<file path="config.mk">
export PLATFORM = sky130hd
export DESIGN_NAME = bcsr_top
export DESIGN_NICKNAME = d
export VERILOG_FILES = /design/src/verilog/bcsr_pkg.sv /design/src/verilog/bcsr_top.sv
export VERILOG_INCLUDE_DIRS = /design/src /design/src/verilog
export SDC_FILE = /design/constraint.sdc
export NUM_CORES = 1
export LEC_CHECK = 0
export ABC_CLOCK_PERIOD_IN_PS = 1500
export BUFFER_PORTS_ARGS = -buffer_cell sky130_fd_sc_hd__buf_4
export CORE_UTILIZATION = 50
export CTS_CLUSTER_SIZE = 28
export DETAILED_ROUTE_END_ITERATION = 8
export PLACE_DENSITY_LB_ADDON = 0.3
export REMOVE_ABC_BUFFERS = 1
export SLEW_MARGIN = 10
export SYNTH_ARGS = -nofsm -noshare
export SYNTH_HDL_FRONTEND = slang
export SYNTH_SLANG_ARGS = --single-unit
export TNS_END_PERCENT = 100
</file>
<file path="constraint.sdc">
create_clock -name CLK -period 1.5 [get_ports CLK]
set_input_delay 0.075 -clock CLK [delete_from_list [all_inputs] [get_ports CLK]]
set_output_delay 0.075 -clock CLK [all_outputs]
set_load 0.03 [all_outputs]
</file>
<file path="src/verilog/bcsr_consts.svh">
`ifndef BCSR_CONSTS_SVH
`define BCSR_CONSTS_SVH

// ----------------------------------------
// Register offsets
// ----------------------------------------
`define BCSR_ADDR_W          8
`define BCSR_DATA_W          8
`define BCSR_OFF_CTRL        8'h4F
`define BCSR_OFF_STATUS      8'h50
`define BCSR_OFF_CONFIG      8'h54
`define BCSR_OFF_AUDIO       8'h55

// ----------------------------------------
// Bridge control fields
// ----------------------------------------
`define BCSR_CTRL_MAP_BIT    7
`define BCSR_CTRL_MODE_BIT   6
`define BCSR_CTRL_SWAP_BIT   5
`define BCSR_CTRL_INIT_BIT   1
`define BCSR_CTRL_SWAP_RST   1'h0
`define BCSR_CTRL_INIT_RST   1'h0

// ----------------------------------------
// Bridge status fields
// ----------------------------------------
`define BCSR_STS_IRQ_BIT     5
`define BCSR_STS_INIT_BIT    4
`define BCSR_STS_CFG_BIT     2
`define BCSR_STS_SUM_BIT     1
`define BCSR_STS_INIT_RST    1'h0
`define BCSR_STS_CFG_RST     1'h0
`define BCSR_STS_SUM_RST     1'h1

// ----------------------------------------
// Bridge config and audio fields
// ----------------------------------------
`define BCSR_CFG_TDM_BIT     2
`define BCSR_CFG_AUD_BIT     1
`define BCSR_CFG_TDM_RST     1'h0
`define BCSR_CFG_AUD_RST     1'h1
`define BCSR_AUD_SPLIT_BIT   7
`define BCSR_AUD_SPLIT_RST   1'h0

// ----------------------------------------
// Timing and sizes
// ----------------------------------------
`define BCSR_CKSUM_BYTES     128
`define BCSR_STRAP_SETTLE    3

`endif

</file>
<file path="src/verilog/bcsr_pkg.sv">
// ----------------------------------------
// Types shared by the register bank
// ----------------------------------------
package bcsr_pkg;

	// Configuration reload sequencer
	typedef enum logic [1:0] {
		SEQ_IDLE,
		SEQ_LOAD,
		SEQ_SUM
	} bcsr_seq_type;

	// Byte of the register port
	typedef logic [7:0] bcsr_byte_type;

endpackage

</file>
<file path="src/verilog/bcsr_top.sv">
// Operation
// - Control bit 7 selects receiver bit mapping
// - Mapping bit loads from strap B at reset
// - Control bit 6 selects single or dual pixel
// - Pixel mode bit loads from strap A
// - Control bit 5 swaps receiver ports
// - Control bit 1 reloads config, self-clears
// - Status bit 5 shows pending protection interrupt
// - Status bit 4 shows initialization done
// - Status bit 2 shows configuration done first
// - Status bit 1 shows checksum pass
// - Config bit 2 enables audio TDM packing
// - Config bit 1 enables pin audio source
// - Audio bit 7 enables TDM splitting
//
// The implementer's own choice: the address-and-strobe port.
`timescale 1ns/1ps
`include "bcsr_consts.svh"

module bcsr_top #(
	parameter int CKSUM_BYTES = `BCSR_CKSUM_BYTES
) (
	// Clock and reset
	input  wire logic       CLK,
	input  wire logic       RST_N,
	// Register port
	input  wire logic [7:0] REG_ADDR,
	input  wire logic [7:0] REG_WDATA,
	input  wire logic       REG_WR,
	input  wire logic       REG_RD,
	output logic      [7:0] REG_RDATA,
	// Mode strap pins
	input  wire logic       MODE_STRAP_A,
	input  wire logic       MODE_STRAP_B,
	// Non-volatile memory loader
	output logic            NVM_LOAD_START,
	input  wire logic       NVM_LOAD_DONE,
	input  wire logic       NVM_BYTE_VALID,
	input  wire logic [7:0] NVM_BYTE,
	// Protection transmitter interrupt
	input  wire logic       PROTECTION_IRQ_PENDING,
	// Receiver controls
	output logic            INPUT_BIT_MAP_SELECT,
	output logic            RECEIVER_PIXEL_MODE,
	output logic            RECEIVER_PORT_SWAP,
	output logic            RX_USE_SECONDARY,
	output logic            RX_PORTS_EXCHANGED,
	// Audio controls
	output logic            AUDIO_ENABLE,
	output logic            TDM_PACK_ENABLE,
	output logic            TDM_SPLIT_ENABLE
);

	// ----------------------------------------
	// Decode helper
	// ----------------------------------------

	// Strobe hits one register offset
	function automatic logic reg_hit(
		input logic [7:0] addr,
		input logic [7:0] off,
		input logic       stb
	);
		reg_hit = stb && (addr == off);
	endfunction

	// ----------------------------------------
	// Reset release
	// ----------------------------------------
	logic rst_meta_r;
	logic rst_sync_r;
	logic rst_n;

	// Two-flop release of the asynchronous reset
	always_ff @(posedge CLK or negedge RST_N) begin
		if (!RST_N) begin
			rst_meta_r <= 1'b0;
			rst_sync_r <= 1'b0;
		end else begin
			rst_meta_r <= 1'b1;
			rst_sync_r <= rst_meta_r;
		end
	end

	assign rst_n = rst_sync_r;

	// ----------------------------------------
	// Strap synchronisers
	// ----------------------------------------
	logic [1:0] strap_pin;
	logic [1:0] strap_meta_r;
	logic [1:0] strap_sync_r;

	assign strap_pin = {MODE_STRAP_B, MODE_STRAP_A};

	// Two flops per strap pin
	genvar gi;
	generate
		for (gi = 0; gi < 2; gi++) begin : g_strap
			always_ff @(posedge CLK or negedge rst_n) begin
				if (!rst_n) begin
					strap_meta_r[gi] <= 1'b0;
					strap_sync_r[gi] <= 1'b0;
				end else begin
					strap_meta_r[gi] <= strap_pin[gi];
					strap_sync_r[gi] <= strap_meta_r[gi];
				end
			end
		end
	endgenerate

	// Settle counter; straps are latched once after release
	logic [1:0] settle_r;
	logic [1:0] settle_nxt;
	logic       strap_take;
	logic       strap_done_r;

	assign strap_take = !strap_done_r && (settle_r == 2'(`BCSR_STRAP_SETTLE));
	assign settle_nxt = strap_done_r ? settle_r : settle_r + 2'h1;

	always_ff @(posedge CLK or negedge rst_n) begin
		if (!rst_n) begin
			settle_r     <= 2'h0;
			strap_done_r <= 1'b0;
		end else begin
			settle_r     <= settle_nxt;
			strap_done_r <= strap_done_r | strap_take;
		end
	end

	// ----------------------------------------
	// Write decode
	// ----------------------------------------
	logic wr_ctrl;
	logic wr_cfg;
	logic wr_aud;

	assign wr_ctrl = reg_hit(REG_ADDR, `BCSR_OFF_CTRL, REG_WR);
	assign wr_cfg  = reg_hit(REG_ADDR, `BCSR_OFF_CONFIG, REG_WR);
	assign wr_aud  = reg_hit(REG_ADDR, `BCSR_OFF_AUDIO, REG_WR);

	// ----------------------------------------
	// Bridge control register
	// ----------------------------------------
	logic map_sel_r;
	logic map_sel_nxt;
	logic pix_mode_r;
	logic pix_mode_nxt;
	logic swap_r;
	logic swap_nxt;
	logic init_req_r;
	logic init_req_nxt;
	logic init_set;
	logic seq_finish;

	// Strap wins only in its one capture cycle
	assign map_sel_nxt  = strap_take ? strap_sync_r[1] :
		(wr_ctrl ? REG_WDATA[`BCSR_CTRL_MAP_BIT] : map_sel_r);
	assign pix_mode_nxt = strap_take ? strap_sync_r[0] :
		(wr_ctrl ? REG_WDATA[`BCSR_CTRL_MODE_BIT] : pix_mode_r);
	assign swap_nxt     = wr_ctrl ? REG_WDATA[`BCSR_CTRL_SWAP_BIT] : swap_r;

	// Software set beats the hardware clear
	assign init_set     = wr_ctrl && REG_WDATA[`BCSR_CTRL_INIT_BIT];
	assign init_req_nxt = init_set ? 1'b1 : (seq_finish ? 1'b0 : init_req_r);

	always_ff @(posedge CLK or negedge rst_n) begin
		if (!rst_n) begin
			map_sel_r  <= 1'b0;
			pix_mode_r <= 1'b0;
			swap_r     <= `BCSR_CTRL_SWAP_RST;
			init_req_r <= `BCSR_CTRL_INIT_RST;
		end else begin
			map_sel_r  <= map_sel_nxt;
			pix_mode_r <= pix_mode_nxt;
			swap_r     <= swap_nxt;
			init_req_r <= init_req_nxt;
		end
	end

	// ----------------------------------------
	// Bridge config and audio registers
	// ----------------------------------------
	logic tdm_pack_r;
	logic aud_mode_r;
	logic tdm_split_r;

	// Only documented bits are stored
	always_ff @(posedge CLK or negedge rst_n) begin
		if (!rst_n) begin
			tdm_pack_r  <= `BCSR_CFG_TDM_RST;
			aud_mode_r  <= `BCSR_CFG_AUD_RST;
			tdm_split_r <= `BCSR_AUD_SPLIT_RST;
		end else begin
			if (wr_cfg) begin
				tdm_pack_r <= REG_WDATA[`BCSR_CFG_TDM_BIT];
				aud_mode_r <= REG_WDATA[`BCSR_CFG_AUD_BIT];
			end
			if (wr_aud) begin
				tdm_split_r <= REG_WDATA[`BCSR_AUD_SPLIT_BIT];
			end
		end
	end

	// ----------------------------------------
	// Reload sequencer
	// ----------------------------------------
	bcsr_pkg::bcsr_seq_type seq_r;
	bcsr_pkg::bcsr_seq_type seq_nxt;
	logic       boot_r;
	logic       seq_start;
	logic       sum_last;
	logic [7:0] sum_r;
	logic [7:0] sum_nxt;
	logic [7:0] sum_add;
	logic [7:0] cnt_r;
	logic [7:0] cnt_nxt;
	logic       cfg_done_r;
	logic       init_done_r;
	logic       cksum_ok_r;

	// Power-up load once straps are latched, or a software reload
	assign seq_start  = (seq_r == bcsr_pkg::SEQ_IDLE) && (boot_r || init_req_r);
	assign sum_add    = sum_r + NVM_BYTE;
	assign sum_last   = NVM_BYTE_VALID && (cnt_r == 8'(CKSUM_BYTES - 1));
	assign seq_finish = (seq_r == bcsr_pkg::SEQ_SUM) && sum_last;

	// Next state of the sequencer
	always_comb begin
		seq_nxt = seq_r;
		case (seq_r)
			bcsr_pkg::SEQ_IDLE: begin
				if (seq_start) begin
					seq_nxt = bcsr_pkg::SEQ_LOAD;
				end
			end
			bcsr_pkg::SEQ_LOAD: begin
				if (NVM_LOAD_DONE) begin
					seq_nxt = bcsr_pkg::SEQ_SUM;
				end
			end
			bcsr_pkg::SEQ_SUM: begin
				if (sum_last) begin
					seq_nxt = bcsr_pkg::SEQ_IDLE;
				end
			end
			default: begin
				seq_nxt = bcsr_pkg::SEQ_IDLE;
			end
		endcase
	end

	// Byte counter and running sum over the checksum area
	assign cnt_nxt = (seq_r != bcsr_pkg::SEQ_SUM) ? 8'h00 :
		(NVM_BYTE_VALID ? cnt_r + 8'h01 : cnt_r);
	assign sum_nxt = (seq_r != bcsr_pkg::SEQ_SUM) ? 8'h00 :
		(NVM_BYTE_VALID ? sum_add : sum_r);

	always_ff @(posedge CLK or negedge rst_n) begin
		if (!rst_n) begin
			seq_r <= bcsr_pkg::SEQ_IDLE;
			cnt_r <= 8'h00;
			sum_r <= 8'h00;
		end else begin
			seq_r <= seq_nxt;
			cnt_r <= cnt_nxt;
			sum_r <= sum_nxt;
		end
	end

	// Boot request armed by strap capture
	always_ff @(posedge CLK or negedge rst_n) begin
		if (!rst_n) begin
			boot_r <= 1'b0;
		end else if (strap_take) begin
			boot_r <= 1'b1;
		end else if (seq_start) begin
			boot_r <= 1'b0;
		end
	end

	// Status flags: configuration first, then initialization
	always_ff @(posedge CLK or negedge rst_n) begin
		if (!rst_n) begin
			cfg_done_r  <= `BCSR_STS_CFG_RST;
			init_done_r <= `BCSR_STS_INIT_RST;
			cksum_ok_r  <= `BCSR_STS_SUM_RST;
		end else begin
			if (seq_start) begin
				cfg_done_r  <= 1'b0;
				init_done_r <= 1'b0;
			end
			if ((seq_r == bcsr_pkg::SEQ_LOAD) && NVM_LOAD_DONE) begin
				cfg_done_r <= 1'b1;
			end
			if (seq_finish) begin
				init_done_r <= 1'b1;
				cksum_ok_r  <= (sum_add == 8'h00);
			end
		end
	end

	// ----------------------------------------
	// Read path
	// ----------------------------------------
	logic [7:0] ctrl_view;
	logic [7:0] sts_view;
	logic [7:0] cfg_view;
	logic [7:0] aud_view;
	logic [7:0] rd_mux;
	logic [7:0] rdata_r;
	logic       rd_hit;

	// Reserved positions are tied to zero
	assign ctrl_view = {map_sel_r, pix_mode_r, swap_r, 3'h0, init_req_r, 1'b0};
	assign sts_view  = {2'h0, PROTECTION_IRQ_PENDING, init_done_r, 1'b0,
		cfg_done_r, cksum_ok_r, 1'b0};
	assign cfg_view  = {5'h00, tdm_pack_r, aud_mode_r, 1'b0};
	assign aud_view  = {tdm_split_r, 7'h00};

	assign rd_hit = REG_RD;
	assign rd_mux =
		reg_hit(REG_ADDR, `BCSR_OFF_CTRL, rd_hit)   ? ctrl_view :
		reg_hit(REG_ADDR, `BCSR_OFF_STATUS, rd_hit) ? sts_view  :
		reg_hit(REG_ADDR, `BCSR_OFF_CONFIG, rd_hit) ? cfg_view  :
		reg_hit(REG_ADDR, `BCSR_OFF_AUDIO, rd_hit)  ? aud_view  : 8'h00;

	// Data stands only in the cycle after the read strobe
	always_ff @(posedge CLK or negedge rst_n) begin
		if (!rst_n) begin
			rdata_r <= 8'h00;
		end else begin
			rdata_r <= rd_mux;
		end
	end

	assign REG_RDATA = rdata_r;

	// ----------------------------------------
	// Outputs
	// ----------------------------------------
	logic start_r;

	// Loader start pulse, one cycle
	always_ff @(posedge CLK or negedge rst_n) begin
		if (!rst_n) begin
			start_r <= 1'b0;
		end else begin
			start_r <= seq_start;
		end
	end

	assign NVM_LOAD_START       = start_r;
	assign INPUT_BIT_MAP_SELECT = map_sel_r;
	assign RECEIVER_PIXEL_MODE  = pix_mode_r;
	assign RECEIVER_PORT_SWAP   = swap_r;
	assign RX_USE_SECONDARY     = swap_r && pix_mode_r;
	assign RX_PORTS_EXCHANGED   = swap_r && !pix_mode_r;
	assign AUDIO_ENABLE         = aud_mode_r;
	assign TDM_PACK_ENABLE      = tdm_pack_r && aud_mode_r;
	assign TDM_SPLIT_ENABLE     = tdm_split_r;

endmodule // bcsr_top
</file>
==> impl_metrics.yaml, run 1 <==
setup_path:
  worst_path_max_delay_cell: "fa_2"
  required_ps: 1730
  end_kind: "register"
  r2r_slack_ps: -470
  cp_top_family: "adder cells"
  cp_num_buf_inv: 0
  path_max_fanout: 3
  critPathArrivalTime_ps: 2210
  slowest_delay_ps: 420
  crit_chain: "ha_4 -> fa_2 -> a21o_1 -> a21oi_2 -> xnor2_2 -> nor4_2 -> a31o_1"
  worstSetupPathType: "reg -> reg"
  cp-start-kind: "register"
die:
  rows: 23
  io_pins: 50
  die_h_um: 68.6
  die_x_um: 68.6
  die_area_um2: 4710
  core_area_um2: 4140
  start_util: 0.536
yosys:
  yosysSeqAreaShare: 0.508
  synth.distinct_cells: 54
  async_reset_ff_frac: 1.00
  syn-cell-area_um2: 2220
  yosysWarnings: 0
  synth-seq-cells: 45
  synth_edf_count: 0
  avgSynthCellArea_um2: 11.0
  synth_ff_type: "dfrtp_1"
  netlist_instances: 201
sta:
  fin_crit_ps: 1970
  fin_skew_ps: 6.61
  rsz0062_at_grt: "yes"
  fin_crit_sh: 1.32
  fin_hold_ws_ps: 12.9
  setup_slack_ps: -474
  hold_viol: 0
  setup_viol: 6
  fmax_ghz: 0.507
  maxSlewViolCount: 0
finish:
  drive_gt1_frac: 0.399
  nets: 320
  syn2layout_area_growth_pct: 36.2
  final_common_cell: "buf_4"
  final_cell_mix: "buf_4, dfrtp_1, nor2_1, nand2_1, mux2i_1"
  fill_cells: 297
  diodes: 0
worst_hold_path:
  worstHoldPathType: "in -> reg"
clock_network:
  htree_levels: 2
  clk_pin_slew_worst_paths_ps: 80
  cts-root-buf: "clkbuf_8"
  clock-sinks: 45
  clock_latency_ps: 290
  numCtsBuffers: 5
  clockBufferDepth: 2
  cts_tree: "built"
power:
  seq_power_share: 0.418
  combPwrFrac: 0.346
  p_switching_mw: 1.07
  power.density_nw_per_um2: 1130
  p_int_mw: 2.34
  swShare: 0.314
  p_leak_nw: 1.46
  vdd_ir_drop_max_v: 0.000637
  p_clk_frac: 0.236
drt:
  detail-route-antenna-nets: 0
  firstDrtPassIters: 4
  route.detailed.drc: 0
  drt_iter0_drc: 89
  viasPerCell: 5.26
  totalWireLength_um: 4650
  routedWlPerCell_um: 14.2
  vias: 1724
status:
  violations: "negative setup slack"
  status: "finished, violations left"
global_routing:
  antenna_found_initial: 0
  grt_pass1_vias: 1665
  grt_usage: 0.208
  grt-ovfl-total: 0
  grt_max_degree: 29
  grt_pass1_wl_um: 7250
job:
  drv_cap: 0
placement:
  port_buffers: 44
  place_ws_ps: -547
  dp_hpwl_um: 3410
  place.gp.congestion: 0.753
## cell type report
class                   count  area, um2  share of cell area
repair buffers             74        566               0.187
inverters                   4       15.0             0.00497
flip-flops and latches     45       1130               0.373
clock inverters             1       5.00             0.00166
clock buffers               7       96.3              0.0319
multi-input cells         147       1150               0.380
well taps                  50       62.6              0.0207
## worst paths after layout
kind	startpoint	end	depth (start not counted)
min in group asynchronous	RST_N	rst_meta_r$_DFF_PN0_	2
max	sum_r[0]$_DFFE_PN0P_	cksum_ok_r$_DFFE_PN1P_	7
min	REG_WDATA[5]	RECEIVER_PORT_SWAP$_DFFE_PN0P_	2
min reg2reg	rst_n$_DFF_PN0_	RECEIVER_PIXEL_MODE$_DFFE_PN0P_	1
max reg2reg	sum_r[0]$_DFFE_PN0P_	cksum_ok_r$_DFFE_PN1P_	7
max in group asynchronous	rst_n$_DFF_PN0_	cksum_ok_r$_DFFE_PN1P_	1
## cells in the mapped netlist, drive strengths merged (2+ instances only)
cell / instances / area share
dfrtp: 43 / 0.48
nor2: 25 / 0.043
nand2: 14 / 0.024
mux2i: 10 / 0.045
o21ai: 10 / 0.023
ha: 9 / 0.051
xnor2: 7 / 0.028
mux2: 5 / 0.025
a211oi: 4 / 0.018
a21oi: 4 / 0.0090
and2: 4 / 0.011
buf: 4 / 0.011
inv: 4 / 0.0068
nand2b: 4 / 0.011
nand3: 4 / 0.0090
nor2b: 4 / 0.011
xor2: 4 / 0.016
a21o: 2 / 0.0068
a22oi: 2 / 0.0068
a32o: 2 / 0.0090
and3: 2 / 0.0056
clkbuf: 2 / 0.0034
conb: 2 / 0.0034
dfstp: 2 / 0.024
nand4: 2 / 0.0056
nor3: 2 / 0.0068
nor3b: 2 / 0.0068
nor4b: 2 / 0.011
or3: 2 / 0.0056
## state kept, by name, indices dropped and copies added, names as in the netlist, 2 cells and up
name          count
strap_sync_r      2
REG_RDATA         6
strap_meta_r      2
cnt_r             8
sum_r             8
settle_r          2
seq_r             2
## worst reg2reg max path, delay by kind of cell, from the launching register on
kind,cells,cell delay (ps)
compound gates,3,550
xor+xnor,1,90
fa+ha+maj,2,600
flops,1,410
simple gates,1,280
## kinds of logic after synthesis
logic type	after synthesis	share of synthesized area
mux	15	0.0705
buf+inv	10	0.0214
simple gates	75	0.182
flops	45	0.508
fa+ha+maj	10	0.0598
xor+xnor	11	0.0434
other cells	2	0.00338
compound gates	33	0.111
## per-layer routing
layer / share of wire / track usage / vias up
met5: 0 / 0 / -
met4: 0.0022 / 0.0313 / 0
met3: 0.037 / 0.0345 / 2
met2: 0.51 / 0.376 / 31
met1: 0.45 / 0.265 / 830
li1: - / - / 861
## metrics by stage
step	cell area, um2	instances	setup TNS (ps)	util	power (mW)
after floorplan	2190	196	-1270	-	2.02
after global placement	2760	313	-1880	0.665	2.39
after detailed placement	2760	313	-2140	0.665	2.44
after CTS	2980	327	-1970	0.720	3.38
after global routing	3020	328	-2630	0.729	3.59
final	3020	328	-2130	0.729	3.41
## power groups by stage
| stage | Combinational (mW) | Clock, mW | Sequential (mW) |
|---|---|---|---|
| 4_1_cts | 1.14 | 0.821 | 1.42 |
| 3_3_place_gp | 0.961 | 0 | 1.43 |
| 2_1_floorplan | 0.569 | 0 | 1.45 |
| 3_5_place_dp | 1.00 | 0 | 1.44 |
| 5_1_grt | 1.28 | 0.864 | 1.44 |
| 6_report | 1.18 | 0.804 | 1.42 |
## repair_timing
action	in CTS	in global routing
pin swaps	6	3
cloned	0	0
setup buffers	2	1
hold buffers	4	0
resized for setup	12	5
endpoints found under the hold margin	5	0
setup endpoints to repair	8	9
No activity file was read; power rests on OpenSTA's default activity.
==> inputs of run 2 (changes only) <==
--- a/config.mk
+++ b/config.mk
@@ -6,9 +6,10 @@
 export SDC_FILE = /design/constraint.sdc
 export NUM_CORES = 1
 export LEC_CHECK = 0
-export ABC_CLOCK_PERIOD_IN_PS = 1500
+export ABC_CLOCK_PERIOD_IN_PS = 2300
 export BUFFER_PORTS_ARGS = -buffer_cell sky130_fd_sc_hd__buf_4
 export CORE_UTILIZATION = 50
+export CTS_BUF_LIST = sky130_fd_sc_hd__clkbuf_8
 export CTS_CLUSTER_SIZE = 28
 export DETAILED_ROUTE_END_ITERATION = 8
 export PLACE_DENSITY_LB_ADDON = 0.3
==> constraint.sdc (replaced) <==
create_clock -name CLK -period 2.3 [get_ports CLK]
set_input_delay 0.115 -clock CLK [delete_from_list [all_inputs] [get_ports CLK]]
set_output_delay 0.115 -clock CLK [all_outputs]
set_load 0.03 [all_outputs]
==> impl_metrics.yaml, run 2 (synthesis results as in run 1) <==
status:
  status: "complete, no violations"
power:
  p_clk_frac: 0.236
  power.density_nw_per_um2: 710
  vdd_ir_drop_max_v: 0.000422
  total_power_mw: 1.93
  swShare: 0.317
  p_switching_mw: 0.612
  seq_power_share: 0.478
  p_int_mw: 1.32
  p_leak_nw: 1.33
  combPwrFrac: 0.286
drt:
  m1WireLength_um: 1890
  detail-route-antenna-nets: 0
  routedWlPerCell_um: 13.3
  viasPerCell: 5.36
  totalWireLength_um: 4050
  drt_iter0_drc: 35
  vias: 1629
  firstDrtPassIters: 4
  met3_wirelength_um: 176
  dr_wl_met2_um: 1950
  route.detailed.drc: 0
  top_layer_used: "met4"
clock_network:
  numCtsBuffers: 5
  cts_setup_buffers: 0
  clock-sinks: 45
  cts_tree: "built"
  clock_latency_ps: 290
  clk_pin_slew_worst_paths_ps: 80
  cts-root-buf: "clkbuf_8"
  postCtsHoldBufs: 3
  cts_resized: 0
  clockBufferDepth: 2
  htree_levels: 2
setup_path:
  timing.rr.end: "cksum_ok_r$_DFFE_PN1P_"
  critPathArrivalTime_ps: 2350
  critical_path.reg2reg.startpoint: "sum_r[0]$_DFFE_PN0P_"
  required_ps: 2540
  cp_top_family: "adder cells"
  path_depth: 6
  startpoint: "sum_r[0]$_DFFE_PN0P_"
  reg2regPathDepth: 6
  slowest_delay_ps: 430
  crit_chain: "ha_1 -> fa_1 -> xor2_1 -> or3_1 -> nor4_1 -> a31o_1"
  end_kind: "register"
  worst_path_max_delay_cell: "fa_1"
  cp_num_buf_inv: 0
  path_max_fanout: 3
  cp-endpoint: "cksum_ok_r$_DFFE_PN1P_"
  cp-start-kind: "register"
  r2r_slack_ps: 190
  worstSetupPathType: "reg -> reg"
sta:
  rsz0062_at_grt: "no"
  hold_viol: 0
  fin_skew_ps: 3.67
  maxSlewViolCount: 0
  setup_viol: 0
  fin_crit_sh: 0.918
  fmax_ghz: 0.474
  setup_tns_ps: 0
  fin_crit_ps: 2110
placement:
  dp_hpwl_um: 3010
  place.gp.congestion: 0.762
  port_buffers: 44
finish:
  syn2layout_area_growth_pct: 22.5
  final_common_cell: "buf_4"
  nets: 296
  final_cell_mix: "buf_4, dfrtp_1, nor2_1, nand2_1, mux2i_1"
  drive_gt1_frac: 0.283
  diodes: 0
die:
  io_pins: 50
  start_util: 0.536
  rows: 23
  core_area_um2: 4140
  die_x_um: 68.6
  die_area_um2: 4710
  die_h_um: 68.6
global_routing:
  grt_max_degree: 23
  antenna_found_initial: 0
  grt_pass1_wl_um: 6530
  grt-ovfl-total: 0
  grt_usage: 0.191
  grt_pass1_vias: 1486
worst_hold_path:
  worstHoldPathType: "in -> reg"
  min_from: "NVM_LOAD_DONE"
job:
  drv_cap: 0
[run 2: per-stage QoR]
| step | cells | setup slack (ps) | hold slack (ps) | utilization | instance area [um2] |
|---|---|---|---|---|---|
| after floorplan | 196 | 367 | -181 | - | 2190 |
| after global placement | 293 | 232 | -101 | 0.629 | 2610 |
| after detailed placement | 293 | 218 | -100 | 0.629 | 2610 |
| after CTS | 304 | 190 | 37.2 | 0.656 | 2720 |
| after global routing | 304 | 100 | 28.7 | 0.656 | 2720 |
| final | 304 | 189 | 42.5 | 0.656 | 2720 |
[run 2: routing by layer]
metal  up-vias  global-route usage
li1        811                   -
met1       784               0.249
met2        29               0.305
met3         5              0.0641
met4         0              0.0469
met5         -                   0
[run 2: power by group through the flow]
stage | sequential [mW] | clock, mW | combinational, mW
6_report | 0.923 | 0.455 | 0.553
2_1_floorplan | 0.945 | 0 | 0.371
5_1_grt | 0.935 | 0.507 | 0.621
4_1_cts | 0.923 | 0.471 | 0.555
3_5_place_dp | 0.939 | 0 | 0.548
3_3_place_gp | 0.936 | 0 | 0.536
[run 2: cell type report]
type	instances	area [um2]
Sequential cell	45	1130
Clock inverter	3	13.8
Inverter	4	15.0
Fill cell	339	1430
Timing Repair Buffer	50	383
Multi-Input combinational cell	147	1050
Clock buffer	5	68.8
Tap cell	50	62.6
[run 2: worst register-to-register path, stage by stage, from the launching register on]
cell	delay (ps)
dfrtp_1	380
ha_1	230
fa_1	430
xor2_1	190
or3_1	320
nor4_1	310
a31o_1	200
[run 2: worst min-delay path by stage]
| stage | end | cells after the start |
|---|---|---|
| 2_1_floorplan | rst_meta_r$_DFF_PN0_ | 0 |
| 3_3_place_gp | rst_meta_r$_DFF_PN0_ | 1 |
| 3_5_place_dp | rst_n$_DFF_PN0_ | 1 |
| 4_1_cts | RECEIVER_PORT_SWAP$_DFFE_PN0P_ | 2 |
| 5_1_grt | RECEIVER_PORT_SWAP$_DFFE_PN0P_ | 2 |
| 6_report | seq_r[0]$_DFFE_PN0P_ | 2 |
==> inputs of run 3 (changes only) <==
--- a/config.mk
+++ b/config.mk
@@ -6,6 +6,7 @@
 export SDC_FILE = /design/constraint.sdc
 export NUM_CORES = 1
 export LEC_CHECK = 0
+export ABC_AREA = 1
 export ABC_CLOCK_PERIOD_IN_PS = 2300
 export BUFFER_PORTS_ARGS = -buffer_cell sky130_fd_sc_hd__buf_4
 export CORE_UTILIZATION = 50
==> impl_metrics.yaml, run 3 <==
sta:
  fin_skew_ps: 7.40
  setup_viol: 0
  hold_viol: 0
  fmax_ghz: 0.559
  fin_crit_sh: 0.778
  fin_crit_ps: 1790
  rsz0062_at_grt: "no"
  setup_tns_ps: 0
  maxSlewViolCount: 0
yosys:
  synth_area_leaders: "dfrtp_1, nand2_1, inv_1, ha_1, nor2_1"
  synth.distinct_cells: 24
  synth_top_cell_by_area: "dfrtp_1"
  avgSynthCellArea_um2: 8.05
  syn-cell-area_um2: 2260
  synth_ff_type: "dfrtp_1"
  synth-seq-cells: 45
  synthTopCellsByCount: "nand2_1, dfrtp_1, inv_1"
  netlist_instances: 281
  yosysWarnings: 0
  synth_edf_count: 0
  synth.most_common_cell: "nand2_1"
  yosysSeqAreaShare: 0.499
  async_reset_ff_frac: 1.00
  yosysTopAreaCellShare: 0.476
setup_path:
  timing.rr.end: "cksum_ok_r$_DFFE_PN1P_"
  crit_path_frequent_cell: "nand2_1"
  required_ps: 2550
  critical_path.reg2reg.startpoint: "sum_r[0]$_DFFE_PN0P_"
  crit_chain: "ha_1 -> fa_1 -> xnor2_1 -> nand2_1 -> nor2_1 -> nand3_1 -> nor2_1 -> nand2_1 -> nand2_1"
  worstSetupPathType: "reg -> reg"
  worst_path_max_delay_cell: "dfrtp_1"
  slowest_delay_ps: 400
  end_kind: "register"
  r2r_slack_ps: 510
  cp-start-kind: "register"
  critPathArrivalTime_ps: 2040
  path_max_fanout: 2
  reg2regPathDepth: 9
clock_network:
  cts_resized: 0
  clockBufferDepth: 2
  clk_pin_slew_worst_paths_ps: 90
  clock-sinks: 45
  cts_tree: "built"
  htree_levels: 2
  cts-root-buf: "clkbuf_8"
  numCtsBuffers: 5
  clock_latency_ps: 300
placement:
  place.gp.congestion: 0.784
  port_buffers: 44
  dp_hpwl_um: 3350
finish:
  diodes: 0
  final_cell_mix: "nand2_1, buf_4, dfrtp_1, inv_1, nor2_1"
  fill_cells: 374
  final_common_cell: "nand2_1"
  nets: 378
  drive_gt1_frac: 0.190
  syn2layout_area_growth_pct: 22.5
  post-route-util: 0.636
global_routing:
  grt_pass1_vias: 1836
  grt-ovfl-total: 0
  grt_usage: 0.200
  grt_max_degree: 39
  antenna_found_initial: 0
  grt_pass1_wl_um: 7710
drt:
  firstDrtPassIters: 4
  detail-route-antenna-nets: 0
  vias: 1910
  route.detailed.drc: 0
  routedWlPerCell_um: 11.1
  totalWireLength_um: 4300
  drt_iter0_drc: 67
  viasPerCell: 4.92
worst_hold_path:
  hold_depth: 2
  min_delay_worst_endpoint: "seq_r[0]$_DFFE_PN0P_"
  min_from: "NVM_LOAD_DONE"
  worstHoldPathType: "in -> reg"
die:
  start_util: 0.520
  rows: 24
  core_area_um2: 4350
  die_h_um: 69.3
  die_area_um2: 4800
  io_pins: 50
  die_x_um: 69.3
job:
  drv_cap: 0
power:
  vdd_ir_drop_max_v: 0.000472
  p_leak_nw: 1.50
  power.density_nw_per_um2: 678
status:
  status: "complete, no violations"
run 3: worst max path at each step:
stage	startpoint	endpoint	slack [ps]	cells past startpoint
global placement	sum_r[0]$_DFFE_PN0P_	cksum_ok_r$_DFFE_PN1P_	590	9
detailed placement	sum_r[0]$_DFFE_PN0P_	cksum_ok_r$_DFFE_PN1P_	530	9
finish	sum_r[0]$_DFFE_PN0P_	cksum_ok_r$_DFFE_PN1P_	510	9
floorplan	sum_r[0]$_DFFE_PN0P_	cksum_ok_r$_DFFE_PN1P_	710	9
global route	sum_r[0]$_DFFE_PN0P_	cksum_ok_r$_DFFE_PN1P_	350	9
CTS	sum_r[0]$_DFFE_PN0P_	cksum_ok_r$_DFFE_PN1P_	500	9
run 3: metrics by stage:
| step | instance area [um2] | setup WS, ps | hold WS [ps] | std cells | total power [mW] |
|---|---|---|---|---|---|
| after floorplan | 2250 | 713 | -181 | 280 | 1.27 |
| after global placement | 2650 | 594 | -102 | 377 | 1.40 |
| after detailed placement | 2650 | 528 | -102 | 377 | 1.42 |
| after CTS | 2770 | 499 | 27.7 | 388 | 1.89 |
| after global routing | 2770 | 345 | 26.3 | 388 | 2.00 |
| final | 2770 | 511 | 20.1 | 388 | 1.88 |
run 3: layout make-up:
cell class	instances	area, um2	share of cell area
clock buffers	5	68.8	0.0248
multi-input cells	197	980	0.353
well taps	52	65.1	0.0235
repair buffers	48	368	0.133
inverters	38	143	0.0515
clock inverters	3	18.8	0.00677
flip-flops and latches	45	1130	0.407
run 3: cells by family (layout without fill, tap and decap cells):
family	after synthesis	count (layout)	synth area share
compound gates	27	27	0.0664
flops	45	45	0.499
fa+ha+maj	10	10	0.0586
buf+inv	40	94	0.0697
simple gates	154	154	0.291
other cells	2	3	0.00332
xor+xnor	3	3	0.0116
run 3: repair_timing:
action	CTS	global route
setup buffers	0	0
hold buffers	3	0
endpoints found under the hold margin	4	0
endpoints found under the setup margin	0	0
run 3: critical path, delay by kind of cell, from the launching register on:
| kind | cells | cell delay (ps) |
|---|---|---|
| flops | 1 | 400 |
| simple gates | 6 | 500 |
| fa+ha+maj | 2 | 620 |
| xor+xnor | 1 | 220 |
run 3: where the power goes:
| part | total [mW] | internal, mW | switching [mW] |
|---|---|---|---|
| clock network | 0.479 | 0.210 | 0.269 |
| registers | 0.915 | 0.864 | 0.0512 |
| logic | 0.484 | 0.190 | 0.294 |
run 3: layer usage:
layer,vias up,part of all wire,routed length (um),global-route usage
met5,-,0,0,0
met1,882,0.46,1980,0.251
met3,5,0.051,219,0.0465
li1,984,-,-,-
met2,39,0.47,2040,0.338
met4,0,0.013,55,0.0703
